[src/logic/epw_pkg.sv]
// constants, register map and carrier types of the enhanced pwm output stage
// Summary of operation
// - timebase runs from the system clock only
// - reset makes pins inputs, registers default
// - relocation register moves pins A and B
// - up to four outputs, 10-bit resolution
// - mode field picks single, half, forward, reverse
// - half uses A,B only; full uses all
// - half-bridge: A is pwm, B its complement
// - single mode outputs chosen by steering enables
// - unit mode low bits set pin polarity
// - dead-band delays each half-bridge output's turn-on
// - dead-band above duty keeps output inactive
// - first enable waits for new period
// - main control all zero releases pins
// - unused pins stay free for other functions
// - timebase is count joined with two low bits
// - period match clears count, sets, latches duty
// - duty is high byte plus two low bits
// - timebase equal to shadow duty clears output
// - one dead-band unit is four clocks
package epw_pkg;

    // ------------------------------------------------------------
    // register byte offsets on the wishbone slave
    // ------------------------------------------------------------
    localparam logic [7:0] OFS_PIN_RELOCATION    = 8'h00;
    localparam logic [7:0] OFS_PWM_MAIN_CONTROL  = 8'h04;
    localparam logic [7:0] OFS_DUTY_HIGH_BYTE    = 8'h08;
    localparam logic [7:0] OFS_PERIOD_LIMIT      = 8'h0c;
    localparam logic [7:0] OFS_TIMEBASE_CONTROL  = 8'h10;
    localparam logic [7:0] OFS_TIMEBASE_COUNT    = 8'h14;
    localparam logic [7:0] OFS_DEADBAND_CONTROL  = 8'h18;
    localparam logic [7:0] OFS_STEERING_CONTROL  = 8'h1c;
    localparam logic [7:0] OFS_PORT_A_DIRECTION  = 8'h20;
    localparam logic [7:0] OFS_PORT_C_DIRECTION  = 8'h24;
    localparam logic [7:0] OFS_DUTY_SHADOW       = 8'h28;
    localparam logic [7:0] OFS_IRQ_FLAGS         = 8'h2c;

    // ------------------------------------------------------------
    // reset values
    // ------------------------------------------------------------
    localparam logic [7:0] RST_PIN_RELOCATION    = 8'h00;
    localparam logic [7:0] RST_PWM_MAIN_CONTROL  = 8'h00;
    localparam logic [7:0] RST_PERIOD_LIMIT      = 8'hff;
    localparam logic [7:0] RST_STEERING_CONTROL  = 8'h01;
    localparam logic [7:0] RST_PORT_DIRECTION    = 8'h3f;

    // ------------------------------------------------------------
    // field positions
    // ------------------------------------------------------------
    localparam int MODE_SEL_HI      = 7;   // output_mode_sel in main control
    localparam int MODE_SEL_LO      = 6;
    localparam int DUTY_LOW_HI      = 5;   // duty_low_bits in main control
    localparam int DUTY_LOW_LO      = 4;
    localparam int UNIT_MODE_HI     = 3;   // unit_mode_polarity in main control
    localparam int UNIT_MODE_LO     = 2;
    localparam int POL_AC_BIT       = 1;   // 1: outputs A and C active low
    localparam int POL_BD_BIT       = 0;   // 1: outputs B and D active low
    localparam int TB_ON_BIT        = 2;   // timebase control: timer run
    localparam int TB_PRESCALE_HI   = 1;
    localparam int TB_PRESCALE_LO   = 0;
    localparam int TB_POSTSCALE_HI  = 6;
    localparam int TB_POSTSCALE_LO  = 3;
    localparam int RELOC_A_BIT      = 0;   // pin_relocation: A to alternate pin
    localparam int RELOC_B_BIT      = 1;   // pin_relocation: B to alternate pin
    localparam int FLAG_PERIOD_BIT  = 1;   // irq flags: period match seen
    localparam int DIR_A_MAIN_BIT   = 2;   // port A direction bit of A main pin
    localparam int DIR_A_ALT_BIT    = 5;
    localparam int DIR_B_MAIN_BIT   = 0;
    localparam int DIR_B_ALT_BIT    = 4;
    localparam int DIR_C_BIT        = 3;   // port C direction bit of C pin
    localparam int DIR_D_BIT        = 2;

    // ------------------------------------------------------------
    // encodings and timing
    // ------------------------------------------------------------
    localparam logic [1:0] MODE_SINGLE    = 2'h0;
    localparam logic [1:0] MODE_FULL_FWD  = 2'h1;
    localparam logic [1:0] MODE_HALF      = 2'h2;
    localparam logic [1:0] MODE_FULL_REV  = 2'h3;
    localparam logic [1:0] UNIT_PWM       = 2'h3;
    localparam logic [1:0] PRESCALE_1     = 2'h0;
    localparam logic [1:0] PRESCALE_4     = 2'h1;
    localparam int         CLKS_PER_INSN  = 4;   // one instruction cycle
    localparam logic [1:0] LAST_QUARTER   = 2'(CLKS_PER_INSN - 1);
    localparam int         NUM_PINS       = 6;   // A main, A alt, B main, B alt, C, D

    // ------------------------------------------------------------
    // carriers
    // ------------------------------------------------------------
    typedef struct packed {
        logic        cyc;
        logic        stb;
        logic        we;
        logic [7:0]  adr;
        logic [3:0]  sel;
        logic [31:0] dat;
    } epw_wb_req_t;

    typedef struct packed {
        logic        ack;
        logic [31:0] dat;
    } epw_wb_rsp_t;

    typedef struct packed {
        logic [NUM_PINS-1:0] level;
        logic [NUM_PINS-1:0] oe;
    } epw_pins_t;

    typedef struct packed {
        logic [7:0]  pin_relocation;
        logic [7:0]  pwm_main_control;
        logic [7:0]  duty_high_byte;
        logic [7:0]  period_limit;
        logic [7:0]  timebase_control;
        logic [7:0]  timebase_count;
        logic [7:0]  deadband_restart_control;
        logic [7:0]  steering_control;
        logic [7:0]  port_a_direction;
        logic [7:0]  port_c_direction;
        logic [7:0]  duty_shadow;
        logic [1:0]  duty_shadow_low;
        logic [7:0]  irq_flags;
        logic [1:0]  quarter;
        logic [3:0]  prescale;
        logic        running;
        logic        pwm_raw;
        logic [1:0]  want_prev;
        logic [13:0] db_cnt;
        epw_wb_rsp_t rsp;
        epw_pins_t   pins;
    } epw_state_t;

endpackage : epw_pkg

[src/logic/epw_core.sv]
// enhanced pwm output stage with wishbone register slave
`timescale 1ns/1ps
module epw_core (
    input  wire logic             clock,
    input  wire logic             rst_b,
    input  wire epw_pkg::epw_wb_req_t wb_req,
    output epw_pkg::epw_wb_rsp_t  wb_rsp,
    output epw_pkg::epw_pins_t    pins
);

    epw_pkg::epw_state_t st;
    epw_pkg::epw_state_t next_st;

    // ------------------------------------------------------------
    // combinational next state
    // ------------------------------------------------------------
    logic        insn_end;
    logic        pre_last;
    logic        tick;
    logic        period_hit;
    logic        pwm_en;
    logic [1:0]  low2;
    logic [9:0]  timebase;
    logic [9:0]  duty10;
    logic [9:0]  shadow10;
    logic [1:0]  out_mode;
    logic        run_pwm;
    logic        live;
    logic [1:0]  want;
    logic [1:0]  db_on;
    logic [6:0]  db_cur;
    logic [6:0]  db_nxt;
    logic [3:0]  act;
    logic [3:0]  used;
    logic [3:0]  lvl;
    logic [3:0]  inv;
    logic [5:0]  pin_sel;
    logic [5:0]  pin_dir;
    logic [5:0]  pin_own;
    logic        wr;
    logic        rd_hit;
    logic [7:0]  rd_byte;
    logic [7:0]  wbyte;

    // timebase, duty compare, steering and pins
    always_comb begin
        next_st = st;
        // quarter counter from the system clock drives the timebase and dead-band below
        next_st.quarter = st.quarter + 2'h1;
        insn_end = (st.quarter == epw_pkg::LAST_QUARTER);
        case (st.timebase_control[epw_pkg::TB_PRESCALE_HI:epw_pkg::TB_PRESCALE_LO])
            epw_pkg::PRESCALE_1: pre_last = 1'b1;
            epw_pkg::PRESCALE_4: pre_last = (st.prescale[1:0] == 2'h3);
            default:             pre_last = (st.prescale == 4'hf);
        endcase
        tick = st.timebase_control[epw_pkg::TB_ON_BIT] && insn_end && pre_last;
        if (st.timebase_control[epw_pkg::TB_ON_BIT] && insn_end) begin
            next_st.prescale = pre_last ? 4'h0 : st.prescale + 4'h1;
        end
        // two low timebase bits from the quarter clock or the prescaler
        case (st.timebase_control[epw_pkg::TB_PRESCALE_HI:epw_pkg::TB_PRESCALE_LO])
            epw_pkg::PRESCALE_1: low2 = st.quarter;
            epw_pkg::PRESCALE_4: low2 = st.prescale[1:0];
            default:             low2 = st.prescale[3:2];
        endcase
        timebase = {st.timebase_count, low2};
        duty10   = {st.duty_high_byte,
                    st.pwm_main_control[epw_pkg::DUTY_LOW_HI:epw_pkg::DUTY_LOW_LO]};
        shadow10 = {st.duty_shadow, st.duty_shadow_low};
        pwm_en   = (st.pwm_main_control[epw_pkg::UNIT_MODE_HI:epw_pkg::UNIT_MODE_LO] == epw_pkg::UNIT_PWM);
        out_mode = st.pwm_main_control[epw_pkg::MODE_SEL_HI:epw_pkg::MODE_SEL_LO];
        period_hit = tick && (st.timebase_count == st.period_limit);

        // timer count and period match
        if (period_hit) begin
            next_st.timebase_count  = 8'h00;
            next_st.duty_shadow     = st.duty_high_byte;
            next_st.duty_shadow_low = duty10[1:0];
            next_st.irq_flags[epw_pkg::FLAG_PERIOD_BIT] = 1'b1;
        end else if (tick) begin
            next_st.timebase_count = st.timebase_count + 8'h01;
        end

        // waveform: set at period start, cleared on duty match
        if (!pwm_en) begin
            next_st.running = 1'b0;
            next_st.pwm_raw = 1'b0;
        end else if (period_hit) begin
            next_st.running = 1'b1;
            next_st.pwm_raw = (duty10 != 10'h000);
        end else if (timebase == shadow10) begin
            next_st.pwm_raw = 1'b0;
        end
        // drop already in the match cycle, so the pulse lasts exactly duty timebase steps
        live    = st.pwm_raw && (timebase != shadow10);
        run_pwm = st.running && live;

        // dead-band on the two half-bridge outputs, each on its own
        want[0] = st.running && (out_mode == epw_pkg::MODE_HALF) && live;
        want[1] = st.running && (out_mode == epw_pkg::MODE_HALF) && !live;
        for (int i = 0; i < 2; i++) begin
            db_cur = st.db_cnt[i*7 +: 7];
            if (!want[i]) begin
                db_nxt = 7'h00;
            end else if (!st.want_prev[i]) begin
                db_nxt = st.deadband_restart_control[6:0];
            end else if (insn_end && (db_cur != 7'h00)) begin
                db_nxt = db_cur - 7'h01;
            end else begin
                db_nxt = db_cur;
            end
            next_st.db_cnt[i*7 +: 7] = db_nxt;
            // a delay longer than the active time never reaches zero in time
            db_on[i] = want[i] && (db_nxt == 7'h00);
        end
        next_st.want_prev = want;

        // logical outputs A..D per mode
        act  = 4'h0;
        used = 4'h0;
        if (pwm_en) begin
            case (out_mode)
                epw_pkg::MODE_SINGLE: begin
                    used = st.steering_control[3:0];
                    act  = st.steering_control[3:0] & {4{run_pwm}};
                end
                epw_pkg::MODE_HALF: begin
                    used = 4'b0011;
                    act  = {2'b00, db_on};
                end
                epw_pkg::MODE_FULL_FWD: begin
                    used = 4'b1111;
                    act  = {run_pwm, 2'b00, st.running};
                end
                epw_pkg::MODE_FULL_REV: begin
                    used = 4'b1111;
                    act  = {1'b0, st.running, run_pwm, 1'b0};
                end
                default: begin
                    used = 4'h0;
                    act  = 4'h0;
                end
            endcase
        end
        inv = {st.pwm_main_control[epw_pkg::POL_BD_BIT], st.pwm_main_control[epw_pkg::POL_AC_BIT],
               st.pwm_main_control[epw_pkg::POL_BD_BIT], st.pwm_main_control[epw_pkg::POL_AC_BIT]};
        lvl = act ^ inv;

        // physical pins: A main/alt, B main/alt, C, D
        pin_sel = {1'b1, 1'b1,
                   st.pin_relocation[epw_pkg::RELOC_B_BIT], !st.pin_relocation[epw_pkg::RELOC_B_BIT],
                   st.pin_relocation[epw_pkg::RELOC_A_BIT], !st.pin_relocation[epw_pkg::RELOC_A_BIT]};
        pin_dir = {st.port_c_direction[epw_pkg::DIR_D_BIT], st.port_c_direction[epw_pkg::DIR_C_BIT],
                   st.port_a_direction[epw_pkg::DIR_B_ALT_BIT], st.port_a_direction[epw_pkg::DIR_B_MAIN_BIT],
                   st.port_a_direction[epw_pkg::DIR_A_ALT_BIT], st.port_a_direction[epw_pkg::DIR_A_MAIN_BIT]};
        pin_own = {used[3], used[2], used[1], used[1], used[0], used[0]};
        // unused or input-direction pins are left undriven for other functions
        next_st.pins.oe    = pin_sel & pin_own & ~pin_dir;
        next_st.pins.level = {lvl[3], lvl[2], lvl[1], lvl[1], lvl[0], lvl[0]} & next_st.pins.oe;

        // wishbone slave: one wait state, ack for one cycle
        wr    = wb_req.cyc && wb_req.stb && wb_req.we && !st.rsp.ack && wb_req.sel[0];
        wbyte = wb_req.dat[7:0];
        next_st.rsp.ack = wb_req.cyc && wb_req.stb && !st.rsp.ack;
        rd_hit  = 1'b1;
        rd_byte = 8'h00;
        case (wb_req.adr)
            epw_pkg::OFS_PIN_RELOCATION:   rd_byte = st.pin_relocation;
            epw_pkg::OFS_PWM_MAIN_CONTROL: rd_byte = st.pwm_main_control;
            epw_pkg::OFS_DUTY_HIGH_BYTE:   rd_byte = st.duty_high_byte;
            epw_pkg::OFS_PERIOD_LIMIT:     rd_byte = st.period_limit;
            epw_pkg::OFS_TIMEBASE_CONTROL: rd_byte = {1'b0, st.timebase_control[6:0]};
            epw_pkg::OFS_TIMEBASE_COUNT:   rd_byte = st.timebase_count;
            epw_pkg::OFS_DEADBAND_CONTROL: rd_byte = st.deadband_restart_control;
            epw_pkg::OFS_STEERING_CONTROL: rd_byte = {4'h0, st.steering_control[3:0]};
            epw_pkg::OFS_PORT_A_DIRECTION: rd_byte = {2'b00, st.port_a_direction[5:0]};
            epw_pkg::OFS_PORT_C_DIRECTION: rd_byte = {2'b00, st.port_c_direction[5:0]};
            epw_pkg::OFS_DUTY_SHADOW:      rd_byte = st.duty_shadow;
            epw_pkg::OFS_IRQ_FLAGS:        rd_byte = st.irq_flags;
            default:                       rd_hit  = 1'b0;
        endcase
        next_st.rsp.dat = (next_st.rsp.ack && rd_hit) ? {24'h000000, rd_byte} : 32'h00000000;
        if (wr) begin
            case (wb_req.adr)
                epw_pkg::OFS_PIN_RELOCATION:   next_st.pin_relocation   = wbyte;
                epw_pkg::OFS_PWM_MAIN_CONTROL: next_st.pwm_main_control = wbyte;
                epw_pkg::OFS_DUTY_HIGH_BYTE:   next_st.duty_high_byte   = wbyte;
                epw_pkg::OFS_PERIOD_LIMIT:     next_st.period_limit     = wbyte;
                epw_pkg::OFS_TIMEBASE_CONTROL: next_st.timebase_control = {1'b0, wbyte[6:0]};
                epw_pkg::OFS_TIMEBASE_COUNT: begin
                    next_st.timebase_count = wbyte;
                    next_st.prescale       = 4'h0;                    // count write restarts prescaler
                end
                epw_pkg::OFS_DEADBAND_CONTROL: next_st.deadband_restart_control = wbyte;
                epw_pkg::OFS_STEERING_CONTROL: next_st.steering_control = {4'h0, wbyte[3:0]};
                epw_pkg::OFS_PORT_A_DIRECTION: next_st.port_a_direction = {2'b00, wbyte[5:0]};
                epw_pkg::OFS_PORT_C_DIRECTION: next_st.port_c_direction = {2'b00, wbyte[5:0]};
                epw_pkg::OFS_IRQ_FLAGS: begin
                    // a period match in the same cycle wins over the clear
                    next_st.irq_flags = wbyte;
                    next_st.irq_flags[epw_pkg::FLAG_PERIOD_BIT] = wbyte[epw_pkg::FLAG_PERIOD_BIT] || period_hit;
                end
                default: ;
            endcase
        end
    end

    // ------------------------------------------------------------
    // state register
    // ------------------------------------------------------------
    always_ff @(posedge clock or negedge rst_b) begin
        if (!rst_b) begin
            st                          <= '0;
            st.pin_relocation           <= epw_pkg::RST_PIN_RELOCATION;
            st.pwm_main_control         <= epw_pkg::RST_PWM_MAIN_CONTROL;
            st.period_limit             <= epw_pkg::RST_PERIOD_LIMIT;
            st.steering_control         <= epw_pkg::RST_STEERING_CONTROL;
            st.port_a_direction         <= epw_pkg::RST_PORT_DIRECTION;
            st.port_c_direction         <= epw_pkg::RST_PORT_DIRECTION;
        end else begin
            st <= next_st;
        end
    end

    assign wb_rsp = st.rsp;
    assign pins   = st.pins;

endmodule : epw_core

[config.mk]
export PLATFORM = sky130hd
export DESIGN_NAME = epw_core
export DESIGN_NICKNAME = d
export VERILOG_FILES = /design/src/logic/epw_pkg.sv /design/src/logic/epw_core.sv
export SDC_FILE = /design/constraint.sdc
export NUM_CORES = 1
export LEC_CHECK = 0
export CAP_MARGIN = 20
export CORE_ASPECT_RATIO = 1.1
export CORE_MARGIN = 4
export CORE_UTILIZATION = 50
export CTS_CLUSTER_SIZE = 28
export DETAILED_ROUTE_END_ITERATION = 7
export DONT_BUFFER_PORTS = 1
export MAX_ROUTING_LAYER = met4
export PLACE_DENSITY = 0.67
export SYNTH_ARGS = -nofsm -noshare
export SYNTH_HDL_FRONTEND = slang
export SYNTH_SLANG_ARGS = --single-unit
[constraint.sdc]
create_clock -name clock -period 3.1 [get_ports clock]
set_input_delay 0.62 -clock clock [delete_from_list [all_inputs] [get_ports clock]]
set_output_delay 0.62 -clock clock [all_outputs]
set_load 0.05 [all_outputs]
==> results of run 1 <==
stage by stage:
stage          hold slack (ns)  utilization  setup slack [ns]  area (sq um)
3_5_place_dp             0.334        0.516             0.130          7170
2_1_floorplan            0.324            -             0.469          7200
3_3_place_gp             0.333        0.516             0.166          7170
4_1_cts                 -0.119        0.560            0.0760          7790
5_1_grt                 -0.120        0.561            0.0739          7800
6_report                -0.101        0.561             0.224          7800
cells by family after synthesis:
family	Yosys count
buffers and inverters	91
muxes	89
DFF	134
adders and majority gates	7
and+or+nand+nor	202
AOI/OAI and AO/OA	119
xor gates and xnor gates	29
other	1
metal layers:
layer,vias up,global-route usage
met1,2607,0.323
met3,54,0.0569
met2,203,0.388
met4,0,0.108
li1,2357,-
met5,-,-
worst reg2reg max path: stages, from the launching register on:
cell and delay, ns:
dfrtp_1 0.38, ha_2 0.28, or4b_4 0.52, o311ai_2 0.22, o221a_2 0.24, nand2_1 0.06, or4_4 0.54, or4_1 0.48
nand3_1 0.10
state kept, by name, summed over array words and instances, names as in the netlist, 6 cells and up:
register and flops:
st 74, pins 12, duty10 10, shadow10 10
wb_rsp 9, db_cur 7, pin_dir 6
repair_timing:
action,CTS,global route
hold endpoints to repair,113,113
setup endpoints to repair,0,3
gates resized for setup,0,2
setup buffers,0,0
worst paths after layout:
| path | start | end | slack, ns | cells after the start |
|---|---|---|---|---|
| min in group clock | wb_req[6] | st[125] | 0.32 | 2 |
| worst max-delay path | st[67] | pins[8] | 0.22 | 8 |
| worst min-delay path | rst_b | st[50] | -0.10 | 0 |
| worst min register to register | st[67] | st[67] | 0.47 | 1 |
| max in group asynchronous | rst_b | pin_dir[3] | 2.94 | 0 |
| worst max register to register | st[67] | pins[8] | 0.22 | 8 |
cells in the mapped netlist, types with 4 or more instances:
cell      count  area (sq um)
dfstp_2      21           552
mux2_2       80           901
a21oi_1      21           105
nand3_1      21           105
nor4_1       10          62.6
clkbuf_1     27           101
o22ai_1       5          31.3
o21ai_0      20           100
nor3b_1       4          30.0
mux2i_1       9          90.1
and2_1        6          37.5
xor2_1       26           228
nand2b_1      4          25.0
a211oi_1      4          30.0
nand2_1      45           169
dfrtp_1     113          2830
nor3_1       14          70.1
nor3_2        6          60.1
inv_1        16          60.1
and3_1        4          25.0
a221oi_1     12           105
nor2b_1       5          31.3
a22oi_1       7          52.6
or3_1         6          37.5
ha_1          7          87.6
a22o_1        9          78.8
a31oi_1       7          43.8
a222oi_1      5          50.1
buf_4        45           338
nor2_1       57           214
report_power, final:
group | total [uW] | internal [uW] | switching [uW]
clock | 2100 | 1330 | 764
combinational | 146 | 35.1 | 111
sequential | 1780 | 1770 | 18.3
total | 4030 | 3130 | 894
layout make-up:
type / instances / area [sq um]
fillers: 1216 / 6110
clock buffers: 22 / 474
repair buffers: 25 / 188
inverters: 16 / 60.1
well taps: 188 / 235
multi-input cells: 470 / 3320
flip-flops and latches: 134 / 3380
clock inverters: 10 / 145
==> impl_metrics.json, run 1 <==
{
  "initial_utilization": 0.512,
  "design.portCount": 94,
  "synthArstFlopShare": 1.00,
  "post_synth_inst_count": 672,
  "critical_path.startpoint_type": "register",
  "synth.yosys.seq_area_share": 0.475,
  "timing.hold.worst.class": "input pin to asynchronous set/reset pin",
  "finalNetCount": 720,
  "numPortBuffers": 0,
  "dp.final_hpwl_mm": 13.5,
  "post-route-drc-count": 0,
  "chipHeight_microns": 133,
  "routed-wl-met2_mm": 9.20,
  "post-layout-total-power_uw": 4030,
  "antenna_found_initial": 0,
  "vias_per_cell": 6.04,
  "cts.sink_count": 134,
  "synth_compound_area_frac": 0.120,
  "syn2layout_area_growth_pct": 9.60,
  "grt_start_max_net_pins": 135,
  "min_period_over_period": 0.928,
  "die-area_sq_mm": 0.0162,
  "worst_ir_drop_vdd_mv": 0.364,
  "clock_tree.root_cell": "clkbuf_16",
  "synth.yosys.warnings": 0,
  "crit_slowest_cell": "or4_4",
  "max-cap-violations": 0,
  "synthSimpleGateAreaFrac": 0.145,
  "rows": 45,
  "number_of_global_route_vias_before_repair": 5270,
  "rsz_0062_raised_after_global_routing": "no",
  "coreArea_sq_mm": 0.0139,
  "path_buf_inv": 0,
  "timing.critical_path.max_delay_family": "simple AND/OR/NAND/NOR gates",
  "cell_by_cell_trace_of_the_critical_path": "ha_2, or4b_4, o311ai_2, o221a_2, nand2_1, or4_4, or4_1, nand3_1",
  "post_synth_fa_ha_maj_area_fraction": 0.0123,
  "slew_headroom": 0.571,
  "setup_viol_count_final": 0,
  "remaining_overflow_grt": 0,
  "final_tns_setup_ns": 0,
  "highest_routed_metal_layer": "met4",
  "mean_routed_wirelength_per_cell_microns": 21.9,
  "totalWireLength_mm": 18.9,
  "htree_levels": 4,
  "max_slew.worst_pin.slew_ns": 0.641,
  "via_count": 5221,
  "synth_enable_flop_cells": 0,
  "final_antenna_net_count": 0,
  "critical_path.endpoint_type": "register",
  "largest_driver_fanout_on_the_critical_path": 8,
  "maximum_frequency_from_static_timing_analysis_mhz": 348,
  "min_period_ns": 2.88,
  "antenna_cells_inserted": 0,
  "die_width_microns": 122,
  "clock_latency_ns": 0.42,
  "cellPowerDensity_mw_per_mm2": 516,
  "synth_mux_area_frac": 0.139,
  "max-clock-path-buffers": 2,
  "number_of_buffers_created_by_cts": 17,
  "yosys_most_used_dff": "dfrtp_1",
  "tritoncts": "done",
  "layout_common_cells": "113 x dfrtp_1, 80 x mux2_2, 57 x nor2_1",
  "outcome": "complete, but fails checks",
  "crit_path_max_incr_delay_ns": 0.54,
  "synth_seq_cells": 134,
  "synthXorXnorAreaFrac": 0.0357,
  "dr.pass1.iters": 8,
  "power.leakage_uw": 0.00343,
  "drt_iter0_drc": 565,
  "share_of_post_route_cells_with_drive_strength_above_1": 0.264,
  "fin_hold_ws_ns": -0.101,
  "placed_cells_incl_taps": 833,
  "grt_first_pass_wirelength_mm": 30.2,
  "post_synth_instance_area_sq_mm": 0.00712,
  "synth.lib_cells_used.distinct": 67,
  "postSynthAreaPerCell_sq_um": 10.6,
  "hold_violations": 113,
  "globalRouteTotalUtil": 0.253,
  "criticalPathCategory": "register to register",
  "gp_routability_congestion": 1.00,
  "cts.clk_slew.worst_paths_ns": 0.06,
  "final_cell_count_no_fill": 865,
  "cp_data_arrival_time_ns": 3.23,
  "leading_cell_type_in_the_layout_fill_and_taps_excluded": "dfrtp_1",
  "fin_skew_ns": 0.00652,
  "critPathRequiredTime_ns": 3.45,
  "synth_top_family_by_area": "simple AND/OR/NAND/NOR gates",
  "routedLengthMet1_mm": 7.90,
  "failing_checks": "hold timing",
  "drv_slew": 0,
  "route.met3.wl_mm": 1.06
}
Power figures use the tool's default switching activity.
==> run 2: changes to the inputs <==
==> constraint.sdc (replaced) <==
create_clock -name clock -period 3 [get_ports clock]
set_input_delay 0.6 -clock clock [delete_from_list [all_inputs] [get_ports clock]]
set_output_delay 0.6 -clock clock [all_outputs]
set_load 0.05 [all_outputs]
==> run 2 against run 1 <==
Net effect: the run still ends with hold timing left; power is essentially flat; die area is the same; combinational power grew 5%; wire length is essentially flat; register-to-register slack lost 0.07 ns; first-iteration DRC count shrank 17%; sequential power grew 3%; setup slack lost 0.070 ns; clock skew grew 0.0041 ns; flip-flop and latch count is the same; sequential share of layout area is essentially flat; core utilization is essentially flat; critical path type unchanged; critical endpoint unchanged; largest power group unchanged; highest routed layer unchanged.
==> impl_metrics.json, run 2 (synthesis results as in run 1) <==
{
  "outcome": "complete, but fails checks",
  "failing_checks": "hold timing",
  "slew_headroom": 0.613,
  "timing.critical_path.from": "st[67]",
  "drt_iter0_drc": 471,
  "worst_ir_drop_vdd_mv": 0.378,
  "switching_share": 0.228,
  "path_buf_inv": 0,
  "number_of_flip_flops_under_the_largest_register_name": 74,
  "max-cap-violations": 0,
  "mean_routed_wirelength_per_cell_microns": 21.8,
  "largest_driver_fanout_on_the_critical_path": 5,
  "fin_hold_ws_ns": -0.124,
  "globalRouteTotalUtil": 0.248,
  "final_tns_setup_ns": 0,
  "hold_violations": 113,
  "post-route-drc-count": 0,
  "crit_slowest_cell": "or4_4",
  "maximum_frequency_from_static_timing_analysis_mhz": 351,
  "number_of_global_route_vias_before_repair": 5226,
  "tritoncts": "done",
  "initial_utilization": 0.512,
  "min_period_ns": 2.85,
  "comb_power_share": 0.038,
  "seq_power_share": 0.458,
  "gp_routability_congestion": 0.938,
  "fin_skew_ns": 0.0106,
  "rows": 45,
  "criticalPathCategory": "register to register",
  "rsz_0062_raised_after_global_routing": "no",
  "design.portCount": 94,
  "timing.critical_path.max_delay_family": "simple AND/OR/NAND/NOR gates",
  "remaining_overflow_grt": 0,
  "cts.sink_count": 134,
  "setup_viol_count_final": 0,
  "min_period_over_period": 0.949,
  "power_frac_clock": 0.504,
  "dr.pass1.iters": 5,
  "critPathRequiredTime_ns": 3.35,
  "syn2layout_area_growth_pct": 9.61,
  "drv_slew": 0,
  "totalWireLength_mm": 18.9,
  "antenna_cells_inserted": 0,
  "antenna_found_initial": 0,
  "coreArea_sq_mm": 0.0139,
  "cp_data_arrival_time_ns": 3.19,
  "cellPowerDensity_mw_per_mm2": 516,
  "cell_by_cell_trace_of_the_critical_path": "ha_2, or4b_4, o311ai_2, o221a_2, nand2_1, or4_4, or4_1, nand3_1",
  "die-area_sq_mm": 0.0162,
  "htree_levels": 4,
  "grt_start_max_net_pins": 135,
  "finalNetCount": 725,
  "top_register": "st",
  "post_placement_worst_setup_slack_ns": 0.0147,
  "p_sw_uw": 919,
  "number_of_buffers_created_by_cts": 17,
  "die_width_microns": 122,
  "share_of_post_route_cells_with_drive_strength_above_1": 0.270,
  "chipHeight_microns": 133,
  "layout_common_cells": "113 x dfrtp_1, 80 x mux2_2, 57 x nor2_1",
  "power.leakage_uw": 0.00345,
  "numPortBuffers": 0,
  "critical_path.endpoint_type": "register",
  "via_count": 5264,
  "timing.hold.worst.class": "input pin to asynchronous set/reset pin",
  "crit_path_max_incr_delay_ns": 0.53,
  "fill_cells": 1211,
  "layout_setup_ws_ns": 0.154,
  "final_antenna_net_count": 0,
  "max-clock-path-buffers": 2,
  "clock_tree.root_cell": "clkbuf_16",
  "dp.final_hpwl_mm": 13.6,
  "grt_first_pass_wirelength_mm": 29.7,
  "cell_internal_pwr_uw": 3100,
  "cts.clk_slew.worst_paths_ns": 0.05,
  "vias_per_cell": 6.05,
  "max_slew.worst_pin.slew_ns": 0.579,
  "critical_path.startpoint_type": "register",
  "leading_cell_type_in_the_layout_fill_and_taps_excluded": "dfrtp_1",
  "clock_latency_ns": 0.42,
  "launching_point_of_the_worst_reg2reg_path": "st[67]"
}
==> run 2: cell count changes in the layout (fill, tap and decap cells not counted) <==
| cell | change |
|---|---|
| inv_6 | -1 |
| bufinv_16 | -1 |
| nor3b_4 | +1 |
| nor3b_2 | -1 |
| clkbuf_8 | -2 |
| clkinv_2 | +3 |
| buf_4 | +5 |
| clkinv_4 | +1 |
==> run 2: metrics by stage <==
| stage | hold slack (ns) | std cells | utilization | total power, uW | cell area [sq um] |
|---|---|---|---|---|---|
| global placement | 0.314 | 838 | 0.519 | 2020 | 7210 |
| finish | -0.124 | 870 | 0.561 | 4020 | 7800 |
| CTS | -0.137 | 870 | 0.560 | 4060 | 7790 |
| detailed placement | 0.311 | 838 | 0.519 | 2020 | 7210 |
| floorplan | 0.304 | 695 | - | 2030 | 7200 |
| global route | -0.140 | 870 | 0.561 | 4150 | 7800 |
==> run 2: what timing repair did <==
item                                    4_1_cts  5_1_grt
resized for setup                             1        2
buffers inserted                              0        0
endpoints found under the setup margin        1        1
endpoints found under the hold margin       113      113
==> run 2: worst paths after layout <==
kind / depth (start not counted) / slack (ns) / end
setup / recovery: 8 / 0.15 / pins[8]
hold / removal: 0 / -0.12 / st[66]
setup reg to reg: 8 / 0.15 / pins[8]
hold reg to reg: 1 / 0.46 / st[67]
max in group asynchronous: 0 / 2.83 / st[91]
min in group clock: 2 / 0.29 / st[92]
==> run 2: area by class of cell <==
class / count / area (sq um) / area share
clock inverters: 12 / 130 / 0.0167
well taps: 188 / 235 / 0.0301
inverters: 16 / 60.1 / 0.00770
flip-flops and latches: 134 / 3380 / 0.433
repair buffers: 30 / 225 / 0.0289
clock buffers: 20 / 447 / 0.0572
multi-input cells: 470 / 3330 / 0.426
==> run 2: metal layers <==
metal	vias to the layer above	global-route usage	routed length, microns
li1	2365	-	-
met3	43	0.0569	1100
met2	198	0.384	9180
met4	0	0.104	665
met1	2658	0.316	7990
met5	-	-	0
==> run 2: power groups by stage <==
stage / sequential [uW] / combinational, uW / clock (uW)
finish: 1840 / 153 / 2030
global route: 1840 / 163 / 2150
CTS: 1840 / 151 / 2070
detailed placement: 1870 / 150 / 0
global placement: 1870 / 148 / 0
floorplan: 1860 / 168 / 0
